## src/include/lsm_defines.svh

```systemverilog
// Timing constants for the line-sync mode and status block.
// Assumes a 40 MHz core clock; counts are derived from printed times.
`ifndef LSM_DEFINES_SVH
`define LSM_DEFINES_SVH
`define LSM_CLK_HZ          40000000
`define LSM_LAMP_RED_MS     100
`define LSM_LAMP_RED_CYC    ((`LSM_CLK_HZ / 1000) * `LSM_LAMP_RED_MS)
`define LSM_MASTER_RATE_HZ  23191
`define LSM_MASTER_LINE_CYC (`LSM_CLK_HZ / `LSM_MASTER_RATE_HZ)
`define LSM_MIN_TRIG_HZ     300
`define LSM_TRIG_TMO_CYC    (`LSM_CLK_HZ / `LSM_MIN_TRIG_HZ)
`define LSM_TRIG_HIGH_NS    100
`define LSM_TRIG_HIGH_CYC   ((`LSM_TRIG_HIGH_NS * 40 + 999) / 1000)
`define LSM_LINE_VALID_OUT_LOW_CYC    32
`define LSM_CNT_W           24
`endif

```

## src/include/lsm_pkg.sv

```systemverilog
// Types shared by the line-sync mode and status block.
// Assumes nothing beyond a SystemVerilog compiler.
package lsm_pkg;
  typedef enum logic [1:0] {
    LSM_ST_POWERUP = 2'b00,
    LSM_ST_MASTER  = 2'b01,
    LSM_ST_SLAVE   = 2'b10,
    LSM_ST_FAULT   = 2'b11
  } lsm_mode_t;
  typedef enum logic [1:0] {
    LSM_LAMP_OFF   = 2'b00,
    LSM_LAMP_RED   = 2'b01,
    LSM_LAMP_GREEN = 2'b10
  } lsm_lamp_t;
endpackage : lsm_pkg

```

## src/logic/lsm_line_gen.sv

```systemverilog
// Line-valid pulse generator: free-running or restarted by a trigger edge.
// Assumes start_i is a synchronous one-cycle pulse on core_clk_i.
`timescale 1ns/1ps
`default_nettype none
module lsm_line_gen #(
  parameter int CNT_W    = 24,
  parameter int PERIOD   = 1724,
  parameter int LOW_CYC  = 32
) (
  // Clock and reset
  input  wire logic core_clk_i,
  input  wire logic srst_i,
  // Control
  input  wire logic run_i,
  input  wire logic free_i,
  input  wire logic start_i,
  // Line output
  output logic      line_start_o,
  output logic      line_valid_o
);
  localparam logic [CNT_W-1:0] LAST = CNT_W'(PERIOD - 1);
  localparam logic [CNT_W-1:0] HIGH = CNT_W'(PERIOD - LOW_CYC);
  logic [CNT_W-1:0] cnt_reg;
  logic             busy_reg;

  // Free mode wraps at the period; triggered mode holds after one line
  always_ff @(posedge core_clk_i) begin
    if (srst_i || !run_i) begin
      cnt_reg  <= '0;
      busy_reg <= 1'b0;
    end else if (start_i || (free_i && (cnt_reg == LAST || !busy_reg))) begin
      cnt_reg  <= '0;
      busy_reg <= 1'b1;
    end else if (busy_reg && cnt_reg != LAST) begin
      cnt_reg <= cnt_reg + 1'b1;
    end else if (!free_i) begin
      busy_reg <= 1'b0;
    end
  end

  // Registered outputs; line valid high while inside the active part
  always_ff @(posedge core_clk_i) begin
    if (srst_i) begin
      line_start_o <= 1'b0;
      line_valid_o <= 1'b0;
    end else begin
      line_start_o <= run_i && (start_i || (free_i && (cnt_reg == LAST || !busy_reg)));
      line_valid_o <= busy_reg && (cnt_reg < HIGH) && !start_i;
    end
  end
endmodule : lsm_line_gen
`default_nettype wire

```

## src/logic/lsm_line_sync.sv

```systemverilog
// Line-sync mode selection and bi-colour status lamp of a line-scan camera.
// Assumes an asynchronous trigger pin, init result from the sensor setup logic.
`timescale 1ns/1ps
`default_nettype none
`include "lsm_defines.svh"
module lsm_line_sync
  import lsm_pkg::*;
#(
  parameter int CNT_W      = `LSM_CNT_W,
  parameter int RED_CYC    = `LSM_LAMP_RED_CYC,
  parameter int TMO_CYC    = `LSM_TRIG_TMO_CYC,
  parameter int LINE_CYC   = `LSM_MASTER_LINE_CYC
) (
  // Clock and reset
  input  wire logic core_clk_i,
  input  wire logic srst_i,
  // Power-up init result (same clock domain)
  input  wire logic init_done_i,
  input  wire logic init_ok_i,
  // External line trigger pin
  input  wire logic line_trigger_in,
  // Line timing
  output logic      line_valid_out,
  output logic      line_start_o,
  // Status
  output logic      lamp_red_o,
  output logic      lamp_green_o,
  output logic      slave_mode_o
);
  localparam logic [CNT_W-1:0] RED_LAST = CNT_W'(RED_CYC - 1);
  localparam logic [CNT_W-1:0] TMO_LAST = CNT_W'(TMO_CYC - 1);
  localparam logic [CNT_W-1:0] LINE_LAST = CNT_W'(LINE_CYC - 1);

  lsm_mode_t        mode_reg;
  lsm_lamp_t        lamp_next;
  logic [CNT_W-1:0] pwr_cnt_reg;
  logic [CNT_W-1:0] tmo_cnt_reg;
  logic             trig_meta_reg;
  logic             trig_sync_reg;
  logic             trig_prev_reg;
  logic             trig_rise;
  logic             lost_reg;
  logic             red_done;
  logic [CNT_W-1:0] since_start_reg;
  logic             start_in_master_reg;

  // Two-stage synchroniser; only the second stage feeds the edge detector
  always_ff @(posedge core_clk_i) begin
    if (srst_i) begin
      trig_meta_reg <= 1'b0;
      trig_sync_reg <= 1'b0;
      trig_prev_reg <= 1'b0;
    end else begin
      trig_meta_reg <= line_trigger_in;
      trig_sync_reg <= trig_meta_reg;
      trig_prev_reg <= trig_sync_reg;
    end
  end

  assign trig_rise = trig_sync_reg && !trig_prev_reg;
  assign red_done  = (pwr_cnt_reg == RED_LAST);

  // Power-up red interval counter, saturates at its end
  always_ff @(posedge core_clk_i) begin
    if (srst_i) begin
      pwr_cnt_reg <= '0;
    end else if (!red_done) begin
      pwr_cnt_reg <= pwr_cnt_reg + 1'b1;
    end
  end

  // Mode machine; slave is absorbing so only srst_i leaves it
  always_ff @(posedge core_clk_i) begin
    if (srst_i) begin
      mode_reg <= LSM_ST_POWERUP;
    end else begin
      case (mode_reg)
        LSM_ST_POWERUP: begin
          if (red_done && init_done_i) begin
            mode_reg <= init_ok_i ? LSM_ST_MASTER : LSM_ST_FAULT;
          end
        end
        LSM_ST_MASTER: begin
          if (trig_rise) begin
            mode_reg <= LSM_ST_SLAVE;
          end
        end
        LSM_ST_SLAVE:  mode_reg <= LSM_ST_SLAVE;
        LSM_ST_FAULT:  mode_reg <= LSM_ST_FAULT;
        default:       mode_reg <= LSM_ST_POWERUP;
      endcase
    end
  end

  // Trigger watchdog; a fresh edge wins over the timeout in the same cycle
  always_ff @(posedge core_clk_i) begin
    if (srst_i || mode_reg != LSM_ST_SLAVE || trig_rise) begin
      tmo_cnt_reg <= '0;
      lost_reg    <= 1'b0;
    end else if (tmo_cnt_reg == TMO_LAST) begin
      lost_reg <= 1'b1;
    end else begin
      tmo_cnt_reg <= tmo_cnt_reg + 1'b1;
    end
  end

  // Lamp colour from mode and trigger health
  always_comb begin
    lamp_next = LSM_LAMP_RED;
    case (mode_reg)
      LSM_ST_POWERUP: lamp_next = LSM_LAMP_RED;
      LSM_ST_MASTER:  lamp_next = LSM_LAMP_GREEN;
      LSM_ST_SLAVE:   lamp_next = lost_reg ? LSM_LAMP_RED : LSM_LAMP_GREEN;
      LSM_ST_FAULT:   lamp_next = LSM_LAMP_RED;
      default:        lamp_next = LSM_LAMP_RED;
    endcase
  end

  always_ff @(posedge core_clk_i) begin
    if (srst_i) begin
      lamp_red_o   <= 1'b1;
      lamp_green_o <= 1'b0;
      slave_mode_o <= 1'b0;
    end else begin
      lamp_red_o   <= (lamp_next == LSM_LAMP_RED);
      lamp_green_o <= (lamp_next == LSM_LAMP_GREEN);
      slave_mode_o <= (mode_reg == LSM_ST_SLAVE);
    end
  end

  // Line generator: free-running in master, restarted per edge in slave
  lsm_line_gen #(
    .CNT_W   (CNT_W),
    .PERIOD  (LINE_CYC),
    .LOW_CYC (`LSM_LINE_VALID_OUT_LOW_CYC)
  ) u_line_gen (
    .core_clk_i   (core_clk_i),
    .srst_i       (srst_i),
    .run_i        (mode_reg == LSM_ST_MASTER || mode_reg == LSM_ST_SLAVE),
    .free_i       (mode_reg == LSM_ST_MASTER),
    .start_i      (mode_reg == LSM_ST_SLAVE && trig_rise),
    .line_start_o (line_start_o),
    .line_valid_o (line_valid_out)
  );

  // Cycles since the last line start; only the period assertion reads it.
  // The first start after entering master has no predecessor, so it is marked.
  always_ff @(posedge core_clk_i) begin
    if (srst_i) begin
      since_start_reg     <= '0;
      start_in_master_reg <= 1'b0;
    end else if (line_start_o) begin
      since_start_reg     <= '0;
      start_in_master_reg <= (mode_reg == LSM_ST_MASTER);
    end else if (since_start_reg != '1) begin
      since_start_reg <= since_start_reg + 1'b1;
    end
  end

  // Assertions
  a_slave_sticky: assert property (@(posedge core_clk_i) disable iff (srst_i)
    (mode_reg == LSM_ST_SLAVE) |=> (mode_reg == LSM_ST_SLAVE))
    else $error("slave mode left");
  a_fault_no_green: assert property (@(posedge core_clk_i) disable iff (srst_i)
    (mode_reg == LSM_ST_FAULT) |=> !lamp_green_o)
    else $error("green in fault");
  a_powerup_red: assert property (@(posedge core_clk_i) disable iff (srst_i)
    (mode_reg == LSM_ST_POWERUP) |=> lamp_red_o && !lamp_green_o)
    else $error("not red at power-up");
  a_red_min_time: assert property (@(posedge core_clk_i) disable iff (srst_i)
    (mode_reg != LSM_ST_POWERUP) |-> red_done)
    else $error("red interval cut short");
  a_master_switch: assert property (@(posedge core_clk_i) disable iff (srst_i)
    (mode_reg == LSM_ST_MASTER && trig_rise) |=> (mode_reg == LSM_ST_SLAVE))
    else $error("trigger did not enter slave");
  a_master_green: assert property (@(posedge core_clk_i) disable iff (srst_i)
    (mode_reg == LSM_ST_MASTER) |=> lamp_green_o)
    else $error("master lamp not green");
  a_slave_line_start: assert property (@(posedge core_clk_i) disable iff (srst_i)
    (mode_reg == LSM_ST_SLAVE && trig_rise) |=> line_start_o)
    else $error("edge did not start line");
  a_loss_red: assert property (@(posedge core_clk_i) disable iff (srst_i)
    (lost_reg && mode_reg == LSM_ST_SLAVE) |=> lamp_red_o)
    else $error("loss not shown red");
  a_resume_green: assert property (@(posedge core_clk_i) disable iff (srst_i)
    (mode_reg == LSM_ST_SLAVE && trig_rise) |=> ##1 lamp_green_o)
    else $error("green not restored");
  a_loss_bound: assert property (@(posedge core_clk_i) disable iff (srst_i)
    (tmo_cnt_reg == TMO_LAST && mode_reg == LSM_ST_SLAVE && !trig_rise) |=> lost_reg)
    else $error("timeout not flagged");
  a_master_rate: assert property (@(posedge core_clk_i) disable iff (srst_i)
    (mode_reg == LSM_ST_MASTER && start_in_master_reg && line_start_o) |->
      (since_start_reg == LINE_LAST))
    else $error("master line period wrong");

  c_enter_master: cover property (@(posedge core_clk_i) disable iff (srst_i)
    $rose(mode_reg == LSM_ST_MASTER));
  c_enter_slave: cover property (@(posedge core_clk_i) disable iff (srst_i)
    $rose(mode_reg == LSM_ST_SLAVE));
  c_trig_lost: cover property (@(posedge core_clk_i) disable iff (srst_i)
    $rose(lost_reg));
  c_fault: cover property (@(posedge core_clk_i) disable iff (srst_i)
    $rose(mode_reg == LSM_ST_FAULT));
endmodule : lsm_line_sync
`default_nettype wire

```

## config.mk

```make
export PLATFORM = sky130hd
export DESIGN_NAME = lsm_line_sync
export DESIGN_NICKNAME = d
export VERILOG_FILES = /design/src/include/lsm_pkg.sv /design/src/logic/lsm_line_gen.sv /design/src/logic/lsm_line_sync.sv
export VERILOG_INCLUDE_DIRS = /design/src /design/src/include
export SDC_FILE = /design/constraint.sdc
export NUM_CORES = 1
export LEC_CHECK = 0
export BUFFER_PORTS_ARGS = -buffer_cell sky130_fd_sc_hd__buf_2
export CAP_MARGIN = 0
export CORE_MARGIN = 3
export CORE_UTILIZATION = 40
export CTS_CLUSTER_DIAMETER = 40
export CTS_CLUSTER_SIZE = 30
export DETAILED_ROUTE_END_ITERATION = 7
export MAX_ROUTING_LAYER = met4
export PLACE_DENSITY = 0.63
export SYNTH_ARGS = -nofsm -noshare
export SYNTH_HDL_FRONTEND = slang
export SYNTH_HIERARCHICAL = 1
export SYNTH_SLANG_ARGS = --single-unit
```

## constraint.sdc

```tcl
create_clock -name core_clk_i -period 2.07 [get_ports core_clk_i]
set_clock_uncertainty 0.1 [all_clocks]
set_input_delay 0.414 -clock core_clk_i [delete_from_list [all_inputs] [get_ports core_clk_i]]
set_output_delay 0.414 -clock core_clk_i [all_outputs]
set_load 0.01 [all_outputs]
```

==> impl_metrics.env <==
export IMPL_synth_edff_count=0
export IMPL_fin_crit_ns=1.95
export IMPL_htree_levels=3
export IMPL_start_kind="flip-flop"
export IMPL_hold_violations=0
export IMPL_gr_usage_all_layers_pct=15.7
export IMPL_r2r_end="tmo_cnt_reg[23]"
export IMPL_r2r_cells=4
export IMPL_gp_congestion=0.874
export IMPL_io_buffers=9
export IMPL_netlist_instances=465
export IMPL_postRouteAntennaNets=0
export IMPL_power_density_nw_per_um2=611
export IMPL_drc_errors=0
export IMPL_rows=36
export IMPL_antenna_found_initial=0
export IMPL_synth_top_area_share_pct=41.3
export IMPL_whs_ns=0.205
export IMPL_avgSynthCellArea_um2=8.75
export IMPL_wl_um=7910
export IMPL_status="finished clean"
export IMPL_synth_seq_cells=84
export IMPL_worstHoldEndpoint="mode_reg[1]"
export IMPL_cp_max_fo=12
export IMPL_clockBufferDepth=2
export IMPL_cpPeakStageDelay_ns=0.60
export IMPL_dp_hpwl_um=5580
export IMPL_io_pins=10
export IMPL_core_area_um2=9820
export IMPL_worstSetupPathType="flip-flop to flip-flop"
export IMPL_synth_largest_area_cell="dfxtp_1"
export IMPL_ys_top_cells_by_area="dfxtp_1 (41%), xnor2_1 (5.6%), nor2_1 (5.3%)"
export IMPL_start_util_pct=41.4
export IMPL_p_leak_nw=1.46
export IMPL_layout_nets=499
export IMPL_critical_path_cell_chain="nand3_1 > or4_4 > or4_1 > a21oi_1"
export IMPL_grt_start_max_net_pins=37
export IMPL_stdcell_count=622
export IMPL_wl_met1_um=3750
export IMPL_setup_viol=0
export IMPL_synth_cell_types=49
export IMPL_avgViaCountPerCell=5.31
export IMPL_post_cts_buffers=0
export IMPL_clock_sinks=84
export IMPL_area_growth_pct=10.7
export IMPL_critPathArrivalTime_ns=2.13
export IMPL_min_delay_path_class="input pin to flip-flop"
export IMPL_clock_root_buffer="clkbuf_8"
export IMPL_max_cap_viol_count=0
export IMPL_highest_layer="met4"
export IMPL_min_path_cells=2
export IMPL_fill_cells=996
export IMPL_ys_warn_count=6
export IMPL_drive_gt1_share_pct=13.3
export IMPL_synth_nets=478
export IMPL_firstDrtPassIters=4
export IMPL_max_slew_margin_rel_pct=65.9
export IMPL_synth_top_flop_cell="dfxtp_1"
export IMPL_r2r_slack_ns=0.12
export IMPL_synth_area_um2=4070
export IMPL_hp_start="init_ok_i"
export IMPL_dr_wl_met3_um=262
export IMPL_avgRoutedWirePerCell_um=12.7
export IMPL_grt_setup_unrepaired="no"
export IMPL_maxSlewViolCount=0
export IMPL_yosysSeqAreaShare_pct=41.3
export IMPL_slowest_stage="or4_4"
export IMPL_synthArstFlopShare_pct=0
export IMPL_vias=3304
export IMPL_clock_latency_ns=0.35
export IMPL_max_freq_mhz=513
export IMPL_ir_worst_vdd_v=0.000375
export IMPL_gr_total_overflow=0
export IMPL_die_width_um=107
export IMPL_tns_ns=0
export IMPL_cts_made_buffers=9
export IMPL_crit_required_ns=2.25
export IMPL_cts_tree="done"
export IMPL_seq_area_um2=1680
export IMPL_finalCritPeriodShare_pct=94.2
export IMPL_path_clk_slew_ns=0.08
export IMPL_drt_iter0_drc=109
export IMPL_grt_pass1_wl_um=14500
export IMPL_tightest_slew_ns=0.512
export IMPL_multiInputGateArea_um2=2220
export IMPL_r2r_start="tmo_cnt_reg[5]"
export IMPL_chipHeight_um=107
export IMPL_cp_end_kind="flip-flop"
export IMPL_antenna_cells=0
export IMPL_dp_cells=608
export IMPL_die_area_um2=11400
export IMPL_grt_pass1_vias=3153
export IMPL_met2WireLength_um=3820
-- worst max path at each step --
stage / end / cells after the start / startpoint
after floorplan: tmo_cnt_reg[22] / 6 / tmo_cnt_reg[0]
after CTS: pwr_cnt_reg[22] / 5 / pwr_cnt_reg[0]
after global placement: pwr_cnt_reg[22] / 5 / pwr_cnt_reg[0]
final: tmo_cnt_reg[23] / 4 / tmo_cnt_reg[5]
after global routing: pwr_cnt_reg[22] / 5 / pwr_cnt_reg[0]
after detailed placement: pwr_cnt_reg[22] / 5 / pwr_cnt_reg[0]
-- kinds of logic (layout without fill, tap and decap cells) --
group | count (synthesis) | after routing | share of synthesized area, %
adders and majority gates | 8 | 8 | 2.46
buffers and inverters | 36 | 60 | 4.37
AOI/OAI and AO/OA | 79 | 79 | 12.0
DFF | 84 | 84 | 41.3
muxes | 7 | 7 | 1.91
and+or+nand+nor | 215 | 215 | 30.2
xor gates and xnor gates | 36 | 36 | 7.75
-- layout by cell type (no fill, tap or decap), types with 2 or more instances in the layout --
cell type / count
nand2b_1: 6
nor4_1: 12
mux2_2: 6
xnor2_1: 26
nor2_1: 57
buf_2: 9
nand4_2: 2
nand3_1: 20
a21oi_1: 36
nor3_1: 13
a21o_1: 4
buf_4: 20
dfxtp_2: 2
or3_1: 15
o31ai_1: 8
and2_1: 3
nor4b_1: 5
clkinv_2: 2
nand3_2: 2
and4_1: 11
dfxtp_1: 82
ha_1: 7
clkbuf_1: 2
nand2_1: 23
nand4_4: 2
a211oi_1: 4
and3_1: 8
o21ai_0: 17
or4_1: 8
clkbuf_8: 9
inv_1: 17
nand4_1: 13
xor2_1: 10
a311oi_1: 2
nor2b_1: 9
-- area by class of cell --
class / instances / area share (%)
multi-input cells: 345 / 49.4
flip-flops and latches: 84 / 37.4
repair buffers: 29 / 4.33
well taps: 133 / 3.69
clock buffers: 11 / 2.92
inverters: 17 / 1.42
clock inverters: 3 / 0.889
-- synth_stat cells (2+ instances only) --
| cell type | instances |
|---|---|
| dfxtp_1 | 84 |
| nor2_1 | 57 |
| a21oi_1 | 36 |
| xnor2_1 | 26 |
| nand2_1 | 23 |
| nand3_1 | 21 |
| inv_1 | 17 |
| o21ai_0 | 17 |
| or3_1 | 15 |
| nand4_1 | 13 |
| nor3_1 | 13 |
| nor4_1 | 13 |
| and4_1 | 11 |
| xor2_1 | 10 |
| nor2b_1 | 9 |
| and3_1 | 8 |
| ha_1 | 8 |
| o31ai_1 | 8 |
| or4_1 | 8 |
| clkbuf_1 | 6 |
| mux2_2 | 6 |
| nand2b_1 | 6 |
| buf_2 | 5 |
| nor4b_1 | 5 |
| a211oi_1 | 4 |
| a21o_1 | 4 |
| and2_1 | 3 |
| buf_1 | 3 |
| buf_6 | 3 |
| a311oi_1 | 2 |
| nand4_2 | 2 |
| nand4_4 | 2 |
-- report_power, final --
| part | switching, mW | internal (mW) | leakage (nW) | total (mW) |
|---|---|---|---|---|
| clock | 0.550 | 0.542 | 0.0890 | 1.09 |
| sequential | 0.00434 | 1.62 | 0.678 | 1.63 |
| combinational | 0.0205 | 0.0155 | 0.688 | 0.0360 |
-- worst max-delay path, delay by kind of cell, from the launching register on --
family           cells  cell delay, ns
AO/OA/AOI/OAI        1            0.15
flip-flops           1            0.42
AND/OR/NAND/NOR      3            1.22
-- metal layers --
metal / track usage (%) / up-vias
li1: - / 1706
met1: 19.4 / 1557
met2: 25.6 / 36
met3: 4.82 / 5
met4: 3.29 / 0
met5: - / -
-- per-stage QoR --
step / setup WS [ns] / util (%) / cell area (um^2) / power (mW)
6_report: 0.120 / 45.9 / 4500 / 2.75
5_1_grt: 0.000428 / 45.9 / 4500 / 2.86
4_1_cts: 0.0362 / 45.7 / 4490 / 2.79
3_5_place_dp: 0.0521 / 44.0 / 4320 / 1.70
3_3_place_gp: 0.148 / 44.0 / 4320 / 1.70
2_1_floorplan: 0.0406 / - / 4070 / 1.69
-- what timing repair did --
action	in CTS	in global routing
hold buffers	0	0
setup endpoints to repair	0	32
resized for setup	0	5
Note: power is estimated with default switching activity, not from simulation.
